===== config.mk =====
export PLATFORM = sky130hd
export DESIGN_NAME = status_trigger_core
export DESIGN_NICKNAME = d
export VERILOG_FILES = /design/src/rtl/status_trigger_pkg.sv /design/src/rtl/selftest_if.sv /design/src/rtl/selftest_seq.sv /design/src/rtl/status_trigger_core.sv
export SDC_FILE = /design/constraint.sdc
export NUM_CORES = 1
export LEC_CHECK = 0
export BUFFER_PORTS_ARGS = -buffer_cell sky130_fd_sc_hd__buf_2
export CAP_MARGIN = 20
export CORE_UTILIZATION = 45
export CTS_BUF_LIST = sky130_fd_sc_hd__clkbuf_8
export DETAILED_ROUTE_END_ITERATION = 10
export PLACE_DENSITY_LB_ADDON = 0.1
export SETUP_SLACK_MARGIN = 0.15
export SLEW_MARGIN = 20
export SYNTH_ARGS = -nofsm -noshare
export SYNTH_HDL_FRONTEND = slang
export SYNTH_HIERARCHICAL = 1
export SYNTH_SLANG_ARGS = --single-unit

===== constraint.sdc =====
create_clock -name sys_clk -period 3.4 [get_ports sys_clk]
set_clock_uncertainty 0.05 [all_clocks]
set_input_delay 0.34 -clock sys_clk [delete_from_list [all_inputs] [get_ports sys_clk]]
set_output_delay 0.34 -clock sys_clk [all_outputs]
set_load 0.1 [all_outputs]

===== src/rtl/status_trigger_pkg.sv =====
// Package for the status, trigger and common-command block.
// Assumes a single clock domain and a command decoder that emits one-cycle strobes.
package status_trigger_pkg;

	// ----------------------------------------------------------------
	// Status byte layout
	// ----------------------------------------------------------------
	localparam int STATUS_OPERATION_BIT = 7;
	localparam int STATUS_SUMMARY_BIT = 6;
	localparam int STATUS_EVENT_BIT = 5;
	localparam int STATUS_MESSAGE_BIT = 4;
	localparam int STATUS_QUESTIONABLE_BIT = 3;
	localparam int STATUS_ERROR_BIT = 2;
	localparam int STATUS_RUN_BIT = 1;
	localparam int STATUS_BUSY_BIT = 0;

	// ----------------------------------------------------------------
	// Reset values and masks
	// ----------------------------------------------------------------
	localparam logic [7:0] MASK_RESET = 8'h00;
	localparam logic [7:0] MASK_WRITABLE = 8'hbf;
	localparam logic [7:0] TST_PLAIN_MASK = 8'h17;
	localparam logic [7:0] TST_DIAG_MASK = 8'hf7;

	// ----------------------------------------------------------------
	// Self-test result bit positions
	// ----------------------------------------------------------------
	localparam int TST_ROM_BIT = 0;
	localparam int TST_RAM_BIT = 1;
	localparam int TST_FLASH_BIT = 2;
	localparam int TST_ALINK_BIT = 4;
	localparam int TST_LOOP_BIT = 5;
	localparam int TST_VMAX_BIT = 6;
	localparam int TST_VMIN_BIT = 7;
	localparam int TST_COUNT = 8;

	// Trigger source selection.
	typedef enum logic [1:0] {
		TRIG_SRC_IMM,
		TRIG_SRC_BUS,
		TRIG_SRC_EXT
	} trig_src_e;

endpackage


===== src/rtl/selftest_if.sv =====
// Carrier between the main block and its self-test sequencer.
// Assumes both ends share sys_clk.
`timescale 1ns/100ps
interface selftest_if;
	logic start;
	logic extended;
	logic busy;
	logic done;
	logic [7:0] result;

	modport master (output start, output extended, input busy, input done, input result);
	modport slave (input start, input extended, output busy, output done, output result);
endinterface


===== src/rtl/selftest_seq.sv =====
// Self-test sequencer: steps through every subtest and collects failure bits.
// Assumes each subtest answers with a done pulse and a fail level.
`timescale 1ns/100ps
module selftest_seq
	import status_trigger_pkg::*;
(
	// Clock and reset.
	input wire logic sys_clk,
	input wire logic resetn,
	// Carrier to the main block.
	selftest_if.slave st,
	// Subtest engines.
	output logic [7:0] subtest_start,
	input wire logic subtest_done,
	input wire logic subtest_fail
);

	typedef enum logic [1:0] {
		S_IDLE,
		S_LAUNCH,
		S_WAIT,
		S_DONE
	} seq_state_e;

	seq_state_e state;
	logic [2:0] index;
	logic [7:0] fails;
	logic [7:0] active_mask;
	logic done_q;

	// ----------------------------------------------------------------
	// Selection
	// ----------------------------------------------------------------
	// Subtests not in the active mask are skipped, so the plain query never runs the output tests.
	wire logic index_active = active_mask[index];
	wire logic last_index = (index == 3'h7);
	wire logic [7:0] index_onehot = 8'h01 << index;

	assign subtest_start = (state == S_LAUNCH && index_active) ? index_onehot : 8'h00;
	assign st.busy = (state != S_IDLE);
	assign st.done = done_q;
	assign st.result = fails & active_mask;

	// A failing subtest sets its own bit and the walk carries on regardless.
	always_ff @(posedge sys_clk) begin
		if (!resetn) begin
			state <= S_IDLE;
			index <= 3'h0;
			fails <= 8'h00;
			active_mask <= 8'h00;
			done_q <= 1'b0;
		end else begin
			done_q <= 1'b0;
			case (state)
				S_IDLE: begin
					if (st.start) begin
						active_mask <= st.extended ? TST_DIAG_MASK : TST_PLAIN_MASK;
						fails <= 8'h00;
						index <= 3'h0;
						state <= S_LAUNCH;
					end
				end
				S_LAUNCH: begin
					if (index_active) begin
						state <= S_WAIT;
					end else if (last_index) begin
						state <= S_DONE;
					end else begin
						index <= index + 3'h1;
					end
				end
				S_WAIT: begin
					if (subtest_done) begin
						fails <= fails | (subtest_fail ? index_onehot : 8'h00);
						state <= last_index ? S_DONE : S_LAUNCH;
						index <= last_index ? index : index + 3'h1;
					end
				end
				S_DONE: begin
					done_q <= 1'b1;
					state <= S_IDLE;
				end
				default: state <= S_IDLE;
			endcase
		end
	end

endmodule


===== src/rtl/status_trigger_core.sv =====
// Status byte, service request, bus trigger, self test and wait-to-continue logic.
// Assumes an internal command decoder presenting one-cycle command strobes with data.
`timescale 1ns/100ps
module status_trigger_core
	import status_trigger_pkg::*;
#(
	parameter int LEVEL_W = 16
) (
	// Clock and reset.
	input wire logic sys_clk,
	input wire logic resetn,
	// Command strobes from the decoder.
	input wire logic cmd_valid,
	output logic cmd_ready,
	input wire logic cmd_mask_write,
	input wire logic [7:0] cmd_mask_data,
	input wire logic cmd_mask_query,
	input wire logic cmd_status_query,
	input wire logic cmd_serial_poll,
	input wire logic cmd_trigger,
	input wire logic cmd_group_trigger,
	input wire logic cmd_init_arm,
	input wire logic cmd_abort,
	input wire logic cmd_tst_query,
	input wire logic cmd_diag_query,
	input wire logic cmd_wait,
	// Trigger configuration.
	input wire logic continuous_arm,
	input wire trig_src_e trigger_source,
	input wire logic listen_addressed,
	input wire logic output_on,
	input wire logic [LEVEL_W-1:0] trig_volt_level,
	input wire logic [LEVEL_W-1:0] trig_curr_level,
	// Status sources.
	input wire logic operation_summary,
	input wire logic event_summary,
	input wire logic output_queue_count_nonzero,
	input wire logic questionable_summary,
	input wire logic error_queue_nonempty,
	input wire logic sequence_running,
	input wire logic busy,
	input wire logic ops_pending,
	// Responses.
	output logic resp_valid,
	output logic [7:0] resp_data,
	output logic service_request,
	output logic [7:0] service_request_mask,
	output logic [7:0] summary_status_byte,
	// Trigger result.
	output logic waiting_for_trigger,
	output logic trigger_fire,
	output logic [LEVEL_W-1:0] applied_volt_level,
	output logic [LEVEL_W-1:0] applied_curr_level,
	// Self-test engines.
	output logic [7:0] subtest_start,
	input wire logic subtest_done,
	input wire logic subtest_fail
);

	selftest_if st();

	logic [7:0] request_mask;
	logic rqs;
	logic wait_hold;
	logic tst_pending;
	logic [7:0] next_resp;
	logic next_resp_valid;

	// ----------------------------------------------------------------
	// Status byte assembly
	// ----------------------------------------------------------------
	// The byte is a live view of its sources, so it only reads zero once every cause is gone.
	wire logic [7:0] status_raw = {operation_summary, 1'b0, event_summary, output_queue_count_nonzero,
		questionable_summary, error_queue_nonempty, sequence_running, busy};
	wire logic mss = |(status_raw & request_mask);
	wire logic [7:0] status_with_summary = status_raw | ({7'h00, mss} << STATUS_SUMMARY_BIT);
	wire logic [7:0] status_with_request = status_raw | ({7'h00, rqs} << STATUS_SUMMARY_BIT);

	assign summary_status_byte = status_with_summary;
	assign service_request_mask = request_mask;
	assign service_request = rqs;

	// ----------------------------------------------------------------
	// Trigger qualification
	// ----------------------------------------------------------------
	wire logic any_trigger = cmd_valid && (cmd_trigger || cmd_group_trigger);
	wire logic trigger_accepted = any_trigger && listen_addressed && output_on;
	// An unarmed trigger simply falls through here and raises no error.
	wire logic trigger_go = trigger_accepted && (trigger_source == TRIG_SRC_BUS) && waiting_for_trigger;

	// ----------------------------------------------------------------
	// Command flow control
	// ----------------------------------------------------------------
	// While held, the decoder sees ready low; serial polls are bus-level and never stall.
	assign cmd_ready = !wait_hold && !tst_pending && !st.busy;
	wire logic wait_release = wait_hold && !ops_pending && !busy;
	assign st.start = cmd_valid && cmd_ready && (cmd_tst_query || cmd_diag_query);
	assign st.extended = cmd_diag_query;

	// Service-request mask; bit 6 is never stored and so always reads back zero.
	always_ff @(posedge sys_clk) begin
		if (!resetn) begin
			request_mask <= MASK_RESET;
		end else if (cmd_valid && cmd_ready && cmd_mask_write) begin
			request_mask <= cmd_mask_data & MASK_WRITABLE;
		end
	end

	// Request flag: a new summary rise sets it, a serial poll clears it, the set wins.
	logic mss_q;
	always_ff @(posedge sys_clk) begin
		if (!resetn) begin
			rqs <= 1'b0;
			mss_q <= 1'b0;
		end else begin
			mss_q <= mss;
			if (mss && !mss_q) begin
				rqs <= 1'b1;
			end else if (cmd_serial_poll) begin
				rqs <= 1'b0;
			end
		end
	end

	// Arming: continuous rearm after each fire, single arm consumed by one fire.
	always_ff @(posedge sys_clk) begin
		if (!resetn) begin
			waiting_for_trigger <= 1'b0;
		end else if (cmd_valid && cmd_abort) begin
			waiting_for_trigger <= 1'b0;
		end else if (trigger_go) begin
			waiting_for_trigger <= continuous_arm;
		end else if ((cmd_valid && cmd_init_arm) || continuous_arm) begin
			waiting_for_trigger <= 1'b1;
		end
	end

	// Output levels move to the stored triggered values on each fire.
	always_ff @(posedge sys_clk) begin
		if (!resetn) begin
			trigger_fire <= 1'b0;
			applied_volt_level <= '0;
			applied_curr_level <= '0;
		end else begin
			trigger_fire <= trigger_go;
			if (trigger_go) begin
				applied_volt_level <= trig_volt_level;
				applied_curr_level <= trig_curr_level;
			end
		end
	end

	// Wait-to-continue holds the command port until nothing is pending and the busy source is low.
	always_ff @(posedge sys_clk) begin
		if (!resetn) begin
			wait_hold <= 1'b0;
		end else if (cmd_valid && cmd_ready && cmd_wait) begin
			wait_hold <= 1'b1;
		end else if (wait_release) begin
			wait_hold <= 1'b0;
		end
	end

	// ----------------------------------------------------------------
	// Response selection
	// ----------------------------------------------------------------
	always_comb begin
		next_resp = 8'h00;
		next_resp_valid = 1'b0;
		if (st.done) begin
			next_resp = st.result;
			next_resp_valid = 1'b1;
		end else if (cmd_serial_poll) begin
			next_resp = status_with_request;
			next_resp_valid = 1'b1;
		end else if (cmd_valid && cmd_ready && cmd_status_query) begin
			next_resp = status_with_summary;
			next_resp_valid = 1'b1;
		end else if (cmd_valid && cmd_ready && cmd_mask_query) begin
			next_resp = request_mask;
			next_resp_valid = 1'b1;
		end
	end

	// Responses are registered; a test pending flag keeps ready low through the done cycle.
	always_ff @(posedge sys_clk) begin
		if (!resetn) begin
			resp_valid <= 1'b0;
			resp_data <= 8'h00;
			tst_pending <= 1'b0;
		end else begin
			resp_valid <= next_resp_valid;
			resp_data <= next_resp;
			if (st.start) begin
				tst_pending <= 1'b1;
			end else if (st.done) begin
				tst_pending <= 1'b0;
			end
		end
	end

	// Self-test walker; it runs every selected subtest regardless of failures.
	selftest_seq u_selftest (
		.sys_clk(sys_clk),
		.resetn(resetn),
		.st(st.slave),
		.subtest_start(subtest_start),
		.subtest_done(subtest_done),
		.subtest_fail(subtest_fail)
	);

endmodule


==> metrics.txt, run 1 <==
# TYPE chip_impl_metric gauge
chip_impl_metric{name="netlist_instances",unit=""} 389
chip_impl_metric{name="ios",unit=""} 138
chip_impl_metric{name="dieWidth",unit="um"} 89.0
chip_impl_metric{name="post_cts_resized",unit=""} 0
chip_impl_metric{name="setup_viol",unit=""} 0
chip_impl_metric{name="yosys_warn_count",unit=""} 6
chip_impl_metric{name="postRouteWirelength",unit="um"} 8780
chip_impl_metric{name="initial_utilization",unit="%"} 46.7
chip_impl_info{name="hp-class",value="in -> reg"} 1
chip_impl_metric{name="synth_cell_type_count",unit=""} 52
chip_impl_metric{name="power_leakage",unit="nW"} 1.90
chip_impl_metric{name="grt_util_all_layers",unit="%"} 21.5
chip_impl_metric{name="global_route.overflow_total",unit=""} 0
chip_impl_metric{name="timing.slew.headroom",unit="%"} 29.1
chip_impl_info{name="worst_setup_path_end_kind",value="flop"} 1
chip_impl_metric{name="synth_edf_count",unit=""} 0
chip_impl_metric{name="worst_ir_drop_vdd",unit="mV"} 0.300
chip_impl_metric{name="synth_fp_nets",unit=""} 469
chip_impl_metric{name="die_y",unit="um"} 89.0
chip_impl_metric{name="rows",unit=""} 31
chip_impl_metric{name="netlist.area_leader.share",unit="%"} 40.6
chip_impl_metric{name="ys_ff_latch",unit=""} 69
chip_impl_metric{name="h-tree-depth",unit=""} 3
chip_impl_metric{name="tightestPinTransition",unit="ns"} 1.06
chip_impl_metric{name="grt_start_max_net_pins",unit=""} 71
chip_impl_metric{name="critical_path_required",unit="ns"} 3.56
chip_impl_metric{name="cts_setup_buffers",unit=""} 0
chip_impl_metric{name="syn_avg_cell_area",unit="um^2"} 8.75
chip_impl_metric{name="buffer_ports.inserted",unit=""} 135
chip_impl_metric{name="nNetsFinal",unit=""} 583
chip_impl_metric{name="tritoncts.num_buffers",unit=""} 9
chip_impl_metric{name="cp_max_fo",unit=""} 8
chip_impl_metric{name="clock-sinks",unit=""} 69
chip_impl_metric{name="via_count_of_the_first_global_routing_pass",unit=""} 2836
chip_impl_metric{name="gpl.final_weighted_congestion",unit=""} 0.836
chip_impl_metric{name="power_density",unit="mW/mm^2"} 574
chip_impl_metric{name="fin_util",unit="%"} 58.3
chip_impl_metric{name="vias_per_cell",unit=""} 5.46
chip_impl_info{name="grt_setup_unrepaired",value="no"} 1
chip_impl_metric{name="report.final.slew_viol_count",unit=""} 0
chip_impl_metric{name="drive_gt1_share",unit="%"} 33.9
chip_impl_info{name="crit_path_start_kind",value="flop"} 1
chip_impl_metric{name="tns",unit="ns"} 0
chip_impl_metric{name="synthArstFlopShare",unit="%"} 0
chip_impl_metric{name="cts-root-to-sink-buffers",unit=""} 2
chip_impl_info{name="worstSetupPathType",value="reg -> reg"} 1
chip_impl_metric{name="die_area",unit="mm^2"} 0.00792
chip_impl_metric{name="cts_hold_buffers",unit=""} 0
chip_impl_metric{name="syn-cell-area",unit="mm^2"} 0.00340
chip_impl_info{name="cts_tree",value="done"} 1
chip_impl_metric{name="routed_wire_length_per_instance",unit="um"} 14.5
chip_impl_metric{name="clkSlewWorstSetupHoldPaths",unit="ns"} 0.08
chip_impl_metric{name="drv_cap",unit=""} 0
chip_impl_metric{name="synth_sequential_area_ratio",unit="%"} 40.6
chip_impl_metric{name="clock.fmax",unit="MHz"} 339
chip_impl_metric{name="detail_route.first_pass.iterations",unit=""} 7
chip_impl_metric{name="diodes",unit=""} 0
chip_impl_metric{name="antenna_left",unit=""} 0
chip_impl_info{name="outcome",value="complete, no violations"} 1
chip_impl_metric{name="dr_total_vias",unit=""} 3314
chip_impl_info{name="yosysTopAreaCell",value="sky130_fd_sc_hd__dfxtp_1"} 1
chip_impl_metric{name="antenna_found_initial",unit=""} 0
chip_impl_info{name="ys_dominant_reg_cell",value="sky130_fd_sc_hd__dfxtp_1"} 1
chip_impl_metric{name="placeableCoreArea",unit="mm^2"} 0.00729
chip_impl_metric{name="finalCriticalPeriod",unit="ns"} 2.95
chip_impl_metric{name="drc_marker_count_from_the_first_detailed_route_iteration",unit=""} 185
chip_impl_metric{name="grt_pass1_wl",unit="um"} 13200
chip_impl_metric{name="worst_skew_pair.late_latency",unit="ns"} 0.34
chip_impl_info{name="yosys-top-cells-area",value="sky130_fd_sc_hd__dfxtp_1 41%, sky130_fd_sc_hd__nand3_1 7.4%, sky130_fd_sc_hd__a21boi_0 7.1%, sky130_fd_sc_hd__o21ai_0 6.5%, sky130_fd_sc_hd__ha_1 4.0%"} 1
chip_impl_metric{name="route.detailed.drc",unit=""} 0
chip_impl_metric{name="crit_arrival",unit="ns"} 3.11
chip_impl_metric{name="report.final.hold_viol_count",unit=""} 0
chip_impl_metric{name="detailed_placer_s_ending_hpwl",unit="um"} 6010
chip_impl_info{name="ctsRootBufferMaster",value="sky130_fd_sc_hd__clkbuf_8"} 1
chip_impl_metric{name="area_growth",unit="%"} 24.9
chip_impl_metric{name="final.period_utilization",unit="%"} 86.7
## power breakdown
part           switching, mW  total, mW  internal (mW)
logic                  0.605      0.834          0.229
registers             0.0550      0.916          0.861
clock network          0.342      0.690          0.348
## cell families (layout without fill, tap and decap cells)
group | count (synthesis) | after routing | synth area share [%]
simple gates | 133 | 133 | 21.9
fa+ha+maj | 11 | 11 | 4.04
mux | 3 | 3 | 0.882
compound gates | 125 | 125 | 25.5
buf+inv | 46 | 165 | 6.87
flops | 69 | 69 | 40.6
other cells | 2 | 2 | 0.221
## registers in the layout, indices dropped and copies added, names as in the netlist
name	cells
applied_curr_level	16
applied_volt_level	16
mss_q	1
resp_data	8
resp_valid	1
service_request	1
service_request_mask	7
trigger_fire	1
tst_pending	1
u_selftest/active_mask	2
u_selftest/fails	7
u_selftest/index	3
u_selftest/st.done	1
u_selftest/state	2
wait_hold	1
waiting_for_trigger	1
## synth_stat cells (2+ instances only)
cell and count:
sky130_fd_sc_hd__a21boi_0 32, sky130_fd_sc_hd__a21boi_1 11, sky130_fd_sc_hd__a21oi_1 7, sky130_fd_sc_hd__a22oi_1 2
sky130_fd_sc_hd__a31oi_1 3, sky130_fd_sc_hd__a32o_1 2, sky130_fd_sc_hd__and2_1 6, sky130_fd_sc_hd__and2_2 5
sky130_fd_sc_hd__and3_1 8, sky130_fd_sc_hd__and3_2 2, sky130_fd_sc_hd__buf_2 7, sky130_fd_sc_hd__buf_4 10
sky130_fd_sc_hd__buf_6 2, sky130_fd_sc_hd__clkbuf_1 18, sky130_fd_sc_hd__conb_1 2, sky130_fd_sc_hd__dfxtp_1 69
sky130_fd_sc_hd__ha_1 11, sky130_fd_sc_hd__inv_1 9, sky130_fd_sc_hd__mux2i_1 3, sky130_fd_sc_hd__nand2_1 18
sky130_fd_sc_hd__nand2b_1 9, sky130_fd_sc_hd__nand3_1 50, sky130_fd_sc_hd__nand4_1 7, sky130_fd_sc_hd__nor2_1 11
sky130_fd_sc_hd__nor2b_1 5, sky130_fd_sc_hd__nor3_1 2, sky130_fd_sc_hd__o211a_1 3, sky130_fd_sc_hd__o211ai_1 8
sky130_fd_sc_hd__o21ai_0 44
## routing by layer
layer	wire length [um]	part of all wire [%]	up-vias	global-route usage [%]
met5	0	0	-	0
met4	140	1.6	0	9.52
met3	672	7.7	12	4.71
met2	3900	44	130	35.3
met1	4070	46	1558	27.3
li1	-	-	1614	-
## placed cells by master, fill, tap and decap left out, drive strengths merged, types with 2 or more instances in the layout
cell	netlist	layout
clkinvlp	0	2
inv	9	12
and3	10	10
nand2	18	18
nor3	2	2
nand3	50	50
clkbuf	18	9
and2	11	11
nor2	12	12
ha	11	11
nand2b	9	9
a211oi	2	2
buf	19	140
mux2i	3	3
dfxtp	69	69
nand4	7	7
a32o	2	2
nor2b	5	5
o221a	2	2
a21oi	7	7
o211ai	8	8
a22oi	2	2
conb	2	2
o21ai	45	45
a21boi	44	44
o211a	3	3
a31oi	4	4
## worst paths after layout
path                                          start                  end  slack (ns)  cells past startpoint
worst max-delay path            u_selftest/state[0]  u_selftest/state[0]        0.45                      9
worst min-delay path                       cmd_wait            wait_hold        0.18                      3
worst max register to register  u_selftest/state[0]  u_selftest/state[0]        0.45                      9
worst min register to register  u_selftest/fails[7]  u_selftest/fails[7]        0.42                      2
## layout make-up
type,count,area (um^2)
well taps,99,124
multi-input cells,274,1800
clock inverters,7,80.1
inverters,9,33.8
flip-flops and latches,69,1380
repair buffers,140,713
clock buffers,9,124
fillers,711,3040
## stage by stage
step                      std cells  total power, mW  area, um^2  setup WS (ns)  hold WS [ns]
after CTS                       607             2.46        4250          0.490         0.163
after global placement          591             1.76        4040          0.621         0.402
final                           607             2.44        4250          0.452         0.176
after floorplan                 389             1.60        3400          0.198         0.379
after detailed placement        591             1.77        4040          0.507         0.403
after global routing            607             2.57        4250          0.284         0.180
## worst max-delay path: stages, from the launching register on
cell	delay, ns
sky130_fd_sc_hd__dfxtp_1	0.36
sky130_fd_sc_hd__inv_1	0.15
sky130_fd_sc_hd__ha_1	0.27
sky130_fd_sc_hd__inv_1	0.12
sky130_fd_sc_hd__or4b_1	0.67
sky130_fd_sc_hd__nor2_4	0.22
sky130_fd_sc_hd__nor2b_1	0.10
sky130_fd_sc_hd__or2_2	0.32
sky130_fd_sc_hd__a2111oi_0	0.47
sky130_fd_sc_hd__a211oi_1	0.10
Note: power is estimated with default switching activity, not from simulation.
==> run 2, diff against run 1 <==
Settings changed: MAX_ROUTING_LAYER set to met4, RECOVER_POWER set to 25.
==> run 2 against run 1 <==
Net effect:
- sequential power about the same
- critical endpoint unchanged
- first-iteration DRC count unchanged
- die area unchanged
- via count decreased by 0.12%
- register-to-register slack improved by 0.06 ns
- design area decreased by 0.91%
- worst hold slack about the same
==> metrics.txt, run 2 (synthesis gave the netlist of run 1 again) <==
# TYPE chip_impl_metric gauge
chip_impl_metric{name="tightestPinTransition",unit="ns"} 1.21
chip_impl_metric{name="clock-sinks",unit=""} 69
chip_impl_info{name="crit_path_start_kind",value="flop"} 1
chip_impl_metric{name="nNetsFinal",unit=""} 583
chip_impl_metric{name="ff2ff_path_depth",unit=""} 9
chip_impl_metric{name="critical_path_required",unit="ns"} 3.57
chip_impl_metric{name="grt_util_all_layers",unit="%"} 22.3
chip_impl_metric{name="antenna_found_initial",unit=""} 0
chip_impl_info{name="grt_setup_unrepaired",value="no"} 1
chip_impl_metric{name="detail_route.first_pass.iterations",unit=""} 4
chip_impl_metric{name="detailed_placer_s_ending_hpwl",unit="um"} 6010
chip_impl_metric{name="hold_ws",unit="ns"} 0.176
chip_impl_metric{name="antenna_left",unit=""} 0
chip_impl_metric{name="footprint_of_the_multi_input_gates",unit="mm^2"} 0.00180
chip_impl_info{name="worst_setup_path_end_kind",value="flop"} 1
chip_impl_metric{name="postPlaceCellArea",unit="mm^2"} 0.00404
chip_impl_metric{name="initial_utilization",unit="%"} 46.7
chip_impl_metric{name="dieWidth",unit="um"} 89.0
chip_impl_metric{name="final_area",unit="mm^2"} 0.00421
chip_impl_info{name="grt_most_used_layer",value="met2"} 1
chip_impl_metric{name="routed_wire_length_per_instance",unit="um"} 14.5
chip_impl_metric{name="die_y",unit="um"} 89.0
chip_impl_info{name="startpoint",value="u_selftest/state[0]"} 1
chip_impl_info{name="r2r-end",value="u_selftest/state[0]"} 1
chip_impl_metric{name="layoutNonFillerInstCount",unit=""} 607
chip_impl_metric{name="rows",unit=""} 31
chip_impl_info{name="hp-class",value="in -> reg"} 1
chip_impl_metric{name="die_area",unit="mm^2"} 0.00792
chip_impl_info{name="outcome",value="complete, no violations"} 1
chip_impl_info{name="layout.cells.most_common",value="sky130_fd_sc_hd__buf_2"} 1
chip_impl_metric{name="worst_ir_drop_vdd",unit="mV"} 0.290
chip_impl_metric{name="drive_gt1_share",unit="%"} 27.8
chip_impl_metric{name="placed_cells_incl_taps",unit=""} 591
chip_impl_metric{name="post_cts_resized",unit=""} 0
chip_impl_info{name="startpoint_of_the_lowest_slack_register_to_register_path",value="u_selftest/state[0]"} 1
chip_impl_metric{name="diodes",unit=""} 0
chip_impl_metric{name="ios",unit=""} 138
chip_impl_metric{name="cts_hold_buffers",unit=""} 0
chip_impl_metric{name="report.final.slew_viol_count",unit=""} 0
chip_impl_metric{name="tritoncts.num_buffers",unit=""} 9
chip_impl_metric{name="h-tree-depth",unit=""} 3
chip_impl_metric{name="groute.layer.met2.usage",unit="%"} 35.0
chip_impl_metric{name="cts_setup_buffers",unit=""} 0
chip_impl_metric{name="final.period_utilization",unit="%"} 85.0
chip_impl_metric{name="cp_max_fo",unit=""} 8
chip_impl_metric{name="placement.setup.worst_slack",unit="ns"} 0.507
chip_impl_metric{name="power_leakage",unit="nW"} 1.78
chip_impl_metric{name="finalWorstSetupSlack",unit="ns"} 0.509
chip_impl_info{name="min-delay-start",value="cmd_wait"} 1
chip_impl_info{name="layout.cells.most_common_list",value="104 x sky130_fd_sc_hd__buf_2, 69 x sky130_fd_sc_hd__dfxtp_1, 50 x sky130_fd_sc_hd__nand3_1"} 1
chip_impl_metric{name="ff_latch_area",unit="mm^2"} 0.00138
chip_impl_metric{name="finalCriticalPeriod",unit="ns"} 2.89
chip_impl_metric{name="clkSlewWorstSetupHoldPaths",unit="ns"} 0.08
chip_impl_metric{name="fin_util",unit="%"} 57.8
chip_impl_metric{name="met3_track_utilization_from_global_routing",unit="%"} 4.43
chip_impl_metric{name="reg2reg_slack",unit="ns"} 0.51
chip_impl_metric{name="global_route.overflow_total",unit=""} 0
chip_impl_metric{name="area_growth",unit="%"} 23.7
chip_impl_metric{name="power_density",unit="mW/mm^2"} 579
chip_impl_metric{name="vias_per_cell",unit=""} 5.45
chip_impl_metric{name="fill_cells",unit=""} 728
chip_impl_metric{name="drc_marker_count_from_the_first_detailed_route_iteration",unit=""} 185
chip_impl_metric{name="globalRouteMet1Util",unit="%"} 27.9
chip_impl_metric{name="clock.fmax",unit="MHz"} 346
chip_impl_info{name="registers_with_the_most_flip_flops",value="applied_curr_level x16, applied_volt_level x16, resp_data x8"} 1
chip_impl_info{name="cts_tree",value="done"} 1
chip_impl_metric{name="pwr_total",unit="mW"} 2.44
chip_impl_info{name="ctsRootBufferMaster",value="sky130_fd_sc_hd__clkbuf_8"} 1
chip_impl_metric{name="crit_arrival",unit="ns"} 3.06
chip_impl_metric{name="worst_skew_pair.late_latency",unit="ns"} 0.34
chip_impl_metric{name="route.detailed.drc",unit=""} 0
chip_impl_metric{name="gpl.final_weighted_congestion",unit=""} 0.849
chip_impl_metric{name="placeableCoreArea",unit="mm^2"} 0.00729
chip_impl_metric{name="buffer_ports.inserted",unit=""} 135
chip_impl_metric{name="grt_start_max_net_pins",unit=""} 71
chip_impl_metric{name="cts-root-to-sink-buffers",unit=""} 2
chip_impl_metric{name="grt_pass1_wl",unit="um"} 13200
chip_impl_metric{name="postRouteWirelength",unit="um"} 8820
chip_impl_metric{name="tns",unit="ns"} 0
chip_impl_metric{name="timing.slew.headroom",unit="%"} 19.4
chip_impl_metric{name="dr_total_vias",unit=""} 3310
chip_impl_metric{name="report.final.hold_viol_count",unit=""} 0
chip_impl_info{name="worstSetupPathType",value="reg -> reg"} 1
chip_impl_metric{name="setup_viol",unit=""} 0
chip_impl_info{name="critPathCapture",value="u_selftest/state[0]"} 1
chip_impl_metric{name="via_count_of_the_first_global_routing_pass",unit=""} 2837
chip_impl_metric{name="drv_cap",unit=""} 0
-- run 2: worst min path at each step --
stage	endpoint	slack [ns]	depth (start not counted)
global route	service_request_mask[0]	0.18	3
floorplan	u_selftest/fails[7]	0.38	2
global placement	u_selftest/fails[7]	0.40	2
finish	wait_hold	0.18	3
CTS	wait_hold	0.16	3
detailed placement	u_selftest/fails[7]	0.40	2
-- run 2: layer usage --
metal / routed length, um / vias to the layer above
li1: - / 1615
met1: 4060 / 1542
met2: 3950 / 139
met3: 662 / 14
met4: 143 / 0
met5: 0 / -
-- run 2: area by class of cell --
cell class | count | area share [%]
clock buffer | 9 | 2.94
clock inverter | 7 | 1.90
inverter | 9 | 0.802
multi-input combinational | 274 | 42.6
sequential | 69 | 32.8
tap | 99 | 2.94
timing repair buffer | 140 | 16.0
-- run 2: critical path, cell delays in order, from the launching register on --
cell and delay (ns):
sky130_fd_sc_hd__dfxtp_1 0.36, sky130_fd_sc_hd__inv_1 0.15, sky130_fd_sc_hd__ha_1 0.27, sky130_fd_sc_hd__inv_1 0.12, sky130_fd_sc_hd__or4b_1 0.66, sky130_fd_sc_hd__nor2_4 0.21, sky130_fd_sc_hd__nor2b_1 0.10, sky130_fd_sc_hd__or2_2 0.32
sky130_fd_sc_hd__a2111oi_0 0.43, sky130_fd_sc_hd__a211oi_1 0.10
-- run 2: power breakdown --
part	total, mW	internal (mW)	leakage, nW	switching, mW
registers	0.916	0.861	0.560	0.0548
clock network	0.691	0.348	0.0968	0.343
logic	0.831	0.225	1.12	0.606
total	2.44	1.43	1.78	1.00
==> run 3, diff against run 2 <==
Settings changed: SYNTH_HIERARCHICAL 1 to not set.
==> run 3 against run 2 <==
Net effect:
- largest power group unchanged
- cell count shrank 7.4%
- design area fell by 7.4%
- sequential power fell by 1%
- the run now ends with DRC left
==> metrics.txt, run 3 <==
# TYPE chip_impl_metric gauge
chip_impl_metric{name="whs_path_depth",unit=""} 3
chip_impl_metric{name="die_y",unit="um"} 84.8
chip_impl_metric{name="synthArstFlopShare",unit="%"} 0
chip_impl_metric{name="antenna_found_initial",unit=""} 0
chip_impl_metric{name="postPlaceCellArea",unit="mm^2"} 0.00374
chip_impl_metric{name="final_area",unit="mm^2"} 0.00390
chip_impl_info{name="yosysTopAreaCell",value="sky130_fd_sc_hd__dfxtp_1"} 1
chip_impl_info{name="synth_most_common_cell",value="sky130_fd_sc_hd__nand2_1"} 1
chip_impl_metric{name="buffer_ports.inserted",unit=""} 135
chip_impl_metric{name="power.share.clock",unit="%"} 28.3
chip_impl_metric{name="cts_setup_buffers",unit=""} 0
chip_impl_info{name="crit_path_start_kind",value="flop"} 1
chip_impl_metric{name="finalCriticalPeriod",unit="ns"} 2.50
chip_impl_metric{name="vias_per_cell",unit=""} 5.09
chip_impl_metric{name="cpPeakStageDelay",unit="ns"} 0.48
chip_impl_info{name="hp-class",value="in -> reg"} 1
chip_impl_metric{name="ios",unit=""} 138
chip_impl_metric{name="grt_start_max_net_pins",unit=""} 29
chip_impl_metric{name="global_route.overflow_total",unit=""} 0
chip_impl_metric{name="rows",unit=""} 29
chip_impl_metric{name="post_cts_resized",unit=""} 0
chip_impl_metric{name="detail_route.first_pass.iterations",unit=""} 10
chip_impl_info{name="ctsRootBufferMaster",value="sky130_fd_sc_hd__clkbuf_8"} 1
chip_impl_info{name="post_synth_most_frequent_cells",value="95 x sky130_fd_sc_hd__nand2_1, 69 x sky130_fd_sc_hd__dfxtp_1, 43 x sky130_fd_sc_hd__a21boi_0, 12 x sky130_fd_sc_hd__buf_4, 12 x sky130_fd_sc_hd__nor2_1"} 1
chip_impl_metric{name="tns",unit="ns"} 0
chip_impl_info{name="path_delay_family",value="simple AND/OR/NAND/NOR gates"} 1
chip_impl_metric{name="yosys_warn_count",unit=""} 0
chip_impl_metric{name="gpl.final_weighted_congestion",unit=""} 0.877
chip_impl_info{name="registers_with_the_most_flip_flops",value="applied_curr_level x16, applied_volt_level x16, resp_data x8"} 1
chip_impl_metric{name="ff_latch_area",unit="mm^2"} 0.00138
chip_impl_metric{name="nNetsFinal",unit=""} 561
chip_impl_info{name="worstSetupPathType",value="reg -> out"} 1
chip_impl_metric{name="placeableCoreArea",unit="mm^2"} 0.00649
chip_impl_metric{name="power_leakage",unit="nW"} 1.75
chip_impl_metric{name="drc_marker_count_from_the_first_detailed_route_iteration",unit=""} 158
chip_impl_metric{name="via_count_of_the_first_global_routing_pass",unit=""} 2665
chip_impl_metric{name="clkSlewWorstSetupHoldPaths",unit="ns"} 0.07
chip_impl_metric{name="placed_cells_incl_taps",unit=""} 547
chip_impl_metric{name="grt_pass1_wl",unit="um"} 12200
chip_impl_metric{name="pwr_total",unit="mW"} 2.28
chip_impl_metric{name="netlist.area_leader.share",unit="%"} 44.8
chip_impl_metric{name="power_density",unit="mW/mm^2"} 586
chip_impl_info{name="ys_dominant_reg_cell",value="sky130_fd_sc_hd__dfxtp_1"} 1
chip_impl_metric{name="power_switching_share",unit="%"} 38.7
chip_impl_metric{name="crit_path_buf_inv_count",unit=""} 1
chip_impl_info{name="hold_end",value="applied_curr_level[5]"} 1
chip_impl_metric{name="cts-root-to-sink-buffers",unit=""} 2
chip_impl_info{name="grt_setup_unrepaired",value="no"} 1
chip_impl_metric{name="die_area",unit="mm^2"} 0.00719
chip_impl_metric{name="ff2ff_path_depth",unit=""} 6
chip_impl_metric{name="cell_int_power",unit="mW"} 1.40
chip_impl_info{name="outcome",value="complete, but fails checks"} 1
chip_impl_metric{name="synth_fp_nets",unit=""} 438
chip_impl_metric{name="synth_edf_count",unit=""} 0
chip_impl_metric{name="setup_viol",unit=""} 0
chip_impl_metric{name="cts_hold_buffers",unit=""} 0
chip_impl_metric{name="reg2reg_slack",unit="ns"} 1.30
chip_impl_metric{name="dr_total_vias",unit=""} 2861
chip_impl_metric{name="h-tree-depth",unit=""} 3
chip_impl_info{name="r2r-end",value="u_selftest.fails[1]"} 1
chip_impl_metric{name="ys_ff_latch",unit=""} 69
chip_impl_info{name="worst_setup_path_end_kind",value="output port"} 1
chip_impl_metric{name="power_switching",unit="uW"} 885
chip_impl_metric{name="combPwrFrac",unit="%"} 32.0
chip_impl_metric{name="postRouteWirelength",unit="um"} 7510
chip_impl_metric{name="crit_arrival",unit="ns"} 2.11
chip_impl_info{name="layout.cells.most_common_list",value="115 x sky130_fd_sc_hd__buf_2, 95 x sky130_fd_sc_hd__nand2_1, 69 x sky130_fd_sc_hd__dfxtp_1"} 1
chip_impl_info{name="critical_path.slowest_cell",value="sky130_fd_sc_hd__dfxtp_1"} 1
chip_impl_info{name="layout.cells.most_common",value="sky130_fd_sc_hd__buf_2"} 1
chip_impl_info{name="cp_cell_sequence",value="o21a_1, o221ai_2, nor2_1, and3_1, buf_2"} 1
chip_impl_metric{name="hold_ws",unit="ns"} 0.192
chip_impl_metric{name="drv_cap",unit=""} 0
chip_impl_metric{name="critical_path_required",unit="ns"} 3.01
chip_impl_metric{name="worst_skew_pair.late_latency",unit="ns"} 0.34
chip_impl_metric{name="antenna_left",unit=""} 0
chip_impl_metric{name="footprint_of_the_multi_input_gates",unit="mm^2"} 0.00152
chip_impl_info{name="violated_checks",value="DRC"} 1
chip_impl_metric{name="syn-cell-area",unit="mm^2"} 0.00308
chip_impl_metric{name="netlist_instances",unit=""} 358
chip_impl_info{name="startpoint_of_the_lowest_slack_register_to_register_path",value="u_selftest.state[1]"} 1
chip_impl_metric{name="timing.slew.headroom",unit="%"} 21.5
chip_impl_metric{name="synth_cell_type_count",unit=""} 38
chip_impl_metric{name="diodes",unit=""} 0
chip_impl_metric{name="power.share.sequential",unit="%"} 39.6
chip_impl_metric{name="dieWidth",unit="um"} 84.8
chip_impl_metric{name="worst_ir_drop_vdd",unit="mV"} 0.452
chip_impl_metric{name="routed_wire_length_per_instance",unit="um"} 13.4
chip_impl_metric{name="clock-sinks",unit=""} 69
chip_impl_info{name="min-delay-start",value="trig_curr_level[5]"} 1
chip_impl_metric{name="grt_util_all_layers",unit="%"} 22.2
chip_impl_metric{name="synth_sequential_area_ratio",unit="%"} 44.8
chip_impl_metric{name="clock.fmax",unit="MHz"} 400
chip_impl_metric{name="tightestPinTransition",unit="ns"} 1.18
chip_impl_metric{name="drive_gt1_share",unit="%"} 27.8
chip_impl_metric{name="initial_utilization",unit="%"} 47.5
chip_impl_metric{name="tritoncts.num_buffers",unit=""} 9
chip_impl_metric{name="report.final.slew_viol_count",unit=""} 0
chip_impl_metric{name="detailed_placer_s_ending_hpwl",unit="um"} 5540
chip_impl_info{name="cts_tree",value="done"} 1
chip_impl_metric{name="cp_max_fo",unit=""} 10
chip_impl_metric{name="layoutNonFillerInstCount",unit=""} 562
chip_impl_metric{name="fill_cells",unit=""} 623
chip_impl_metric{name="final.period_utilization",unit="%"} 73.5
chip_impl_info{name="yosys-top-cells-area",value="sky130_fd_sc_hd__dfxtp_1 45%, sky130_fd_sc_hd__nand2_1 12%, sky130_fd_sc_hd__a21boi_0 10%, sky130_fd_sc_hd__ha_1 4.5%, sky130_fd_sc_hd__buf_4 2.9%"} 1
chip_impl_metric{name="syn_avg_cell_area",unit="um^2"} 8.62
chip_impl_metric{name="area_growth",unit="%"} 26.5
chip_impl_metric{name="report.final.hold_viol_count",unit=""} 0
chip_impl_metric{name="route.detailed.drc",unit=""} 13
-- run 3: cell count changes after synthesis, moves of 4 or more --
| cell | previous run | this run |
|---|---|---|
| sky130_fd_sc_hd__a22oi_1 | 2 | 6 |
| sky130_fd_sc_hd__a21oi_1 | 7 | 2 |
| sky130_fd_sc_hd__a221oi_1 | 0 | 4 |
| sky130_fd_sc_hd__o21ai_0 | 44 | 8 |
| sky130_fd_sc_hd__nand2_1 | 18 | 95 |
| sky130_fd_sc_hd__and2_2 | 5 | 0 |
| sky130_fd_sc_hd__a22o_1 | 0 | 7 |
| sky130_fd_sc_hd__nand4_1 | 7 | 0 |
| sky130_fd_sc_hd__a21boi_0 | 32 | 43 |
| sky130_fd_sc_hd__nand2b_1 | 9 | 4 |
| sky130_fd_sc_hd__clkbuf_1 | 18 | 11 |
| sky130_fd_sc_hd__nand3_1 | 50 | 10 |
| sky130_fd_sc_hd__a21boi_1 | 11 | 0 |
| sky130_fd_sc_hd__o211ai_1 | 8 | 0 |
-- run 3: worst max path at each step --
stage	from	end	slack, ns	cells past startpoint
4_1_cts	u_selftest.index[2]	subtest_start[4]	0.91	5
5_1_grt	u_selftest.index[2]	subtest_start[4]	0.74	5
6_report	u_selftest.index[2]	subtest_start[4]	0.90	5
3_5_place_dp	u_selftest.index[2]	subtest_start[4]	1.28	5
3_3_place_gp	u_selftest.state[0]	u_selftest.fails[5]	1.33	6
2_1_floorplan	u_selftest.state[0]	cmd_ready	1.07	4
-- run 3: cell type report --
type	instances	area share, %
Multi-Input combinational cell	252	39.0
Tap cell	77	2.47
Clock inverter	5	1.35
Inverter	10	0.962
Timing Repair Buffer	139	17.3
Clock buffer	10	3.53
Sequential cell	69	35.4
-- run 3: power groups by stage --
stage               sequential, mW  clock (mW)  combinational, mW
floorplan                     1.07           0              0.433
global placement             0.922           0              0.723
detailed placement           0.924           0              0.733
CTS                          0.906       0.663              0.737
global route                 0.915       0.703              0.781
finish                       0.906       0.647              0.732
-- run 3: per-stage QoR --
step,setup slack (ns),util [%]
finish,0.900,60.1
detailed placement,1.28,57.6
floorplan,1.07,-
global placement,1.33,57.6
global route,0.744,60.1
CTS,0.910,60.5
-- run 3: kinds of logic after synthesis --
logic type                 after synthesis  share of synthesized area, %
AOI/OAI and AO/OA                       89                          22.2
muxes                                    3                         0.974
buffers and inverters                   37                          6.13
DFF                                     69                          44.8
adders and majority gates               11                          4.46
other                                    1                         0.122
and+or+nand+nor                        148                          21.3
-- run 3: routing by layer --
metal / wire (um) / global-route usage [%] / up-vias
li1: - / - / 1457
met1: 3410 / 24.9 / 1296
met2: 3540 / 38.7 / 98
met3: 443 / 4.52 / 10
met4: 114 / 8.47 / 0
met5: 0 / - / -
-- run 3: tightest hold or removal path, cell delays in order --
cell,delay [ns]
sky130_fd_sc_hd__buf_2,0.09
sky130_fd_sc_hd__nand2_1,0.04
sky130_fd_sc_hd__a21boi_0,0.06
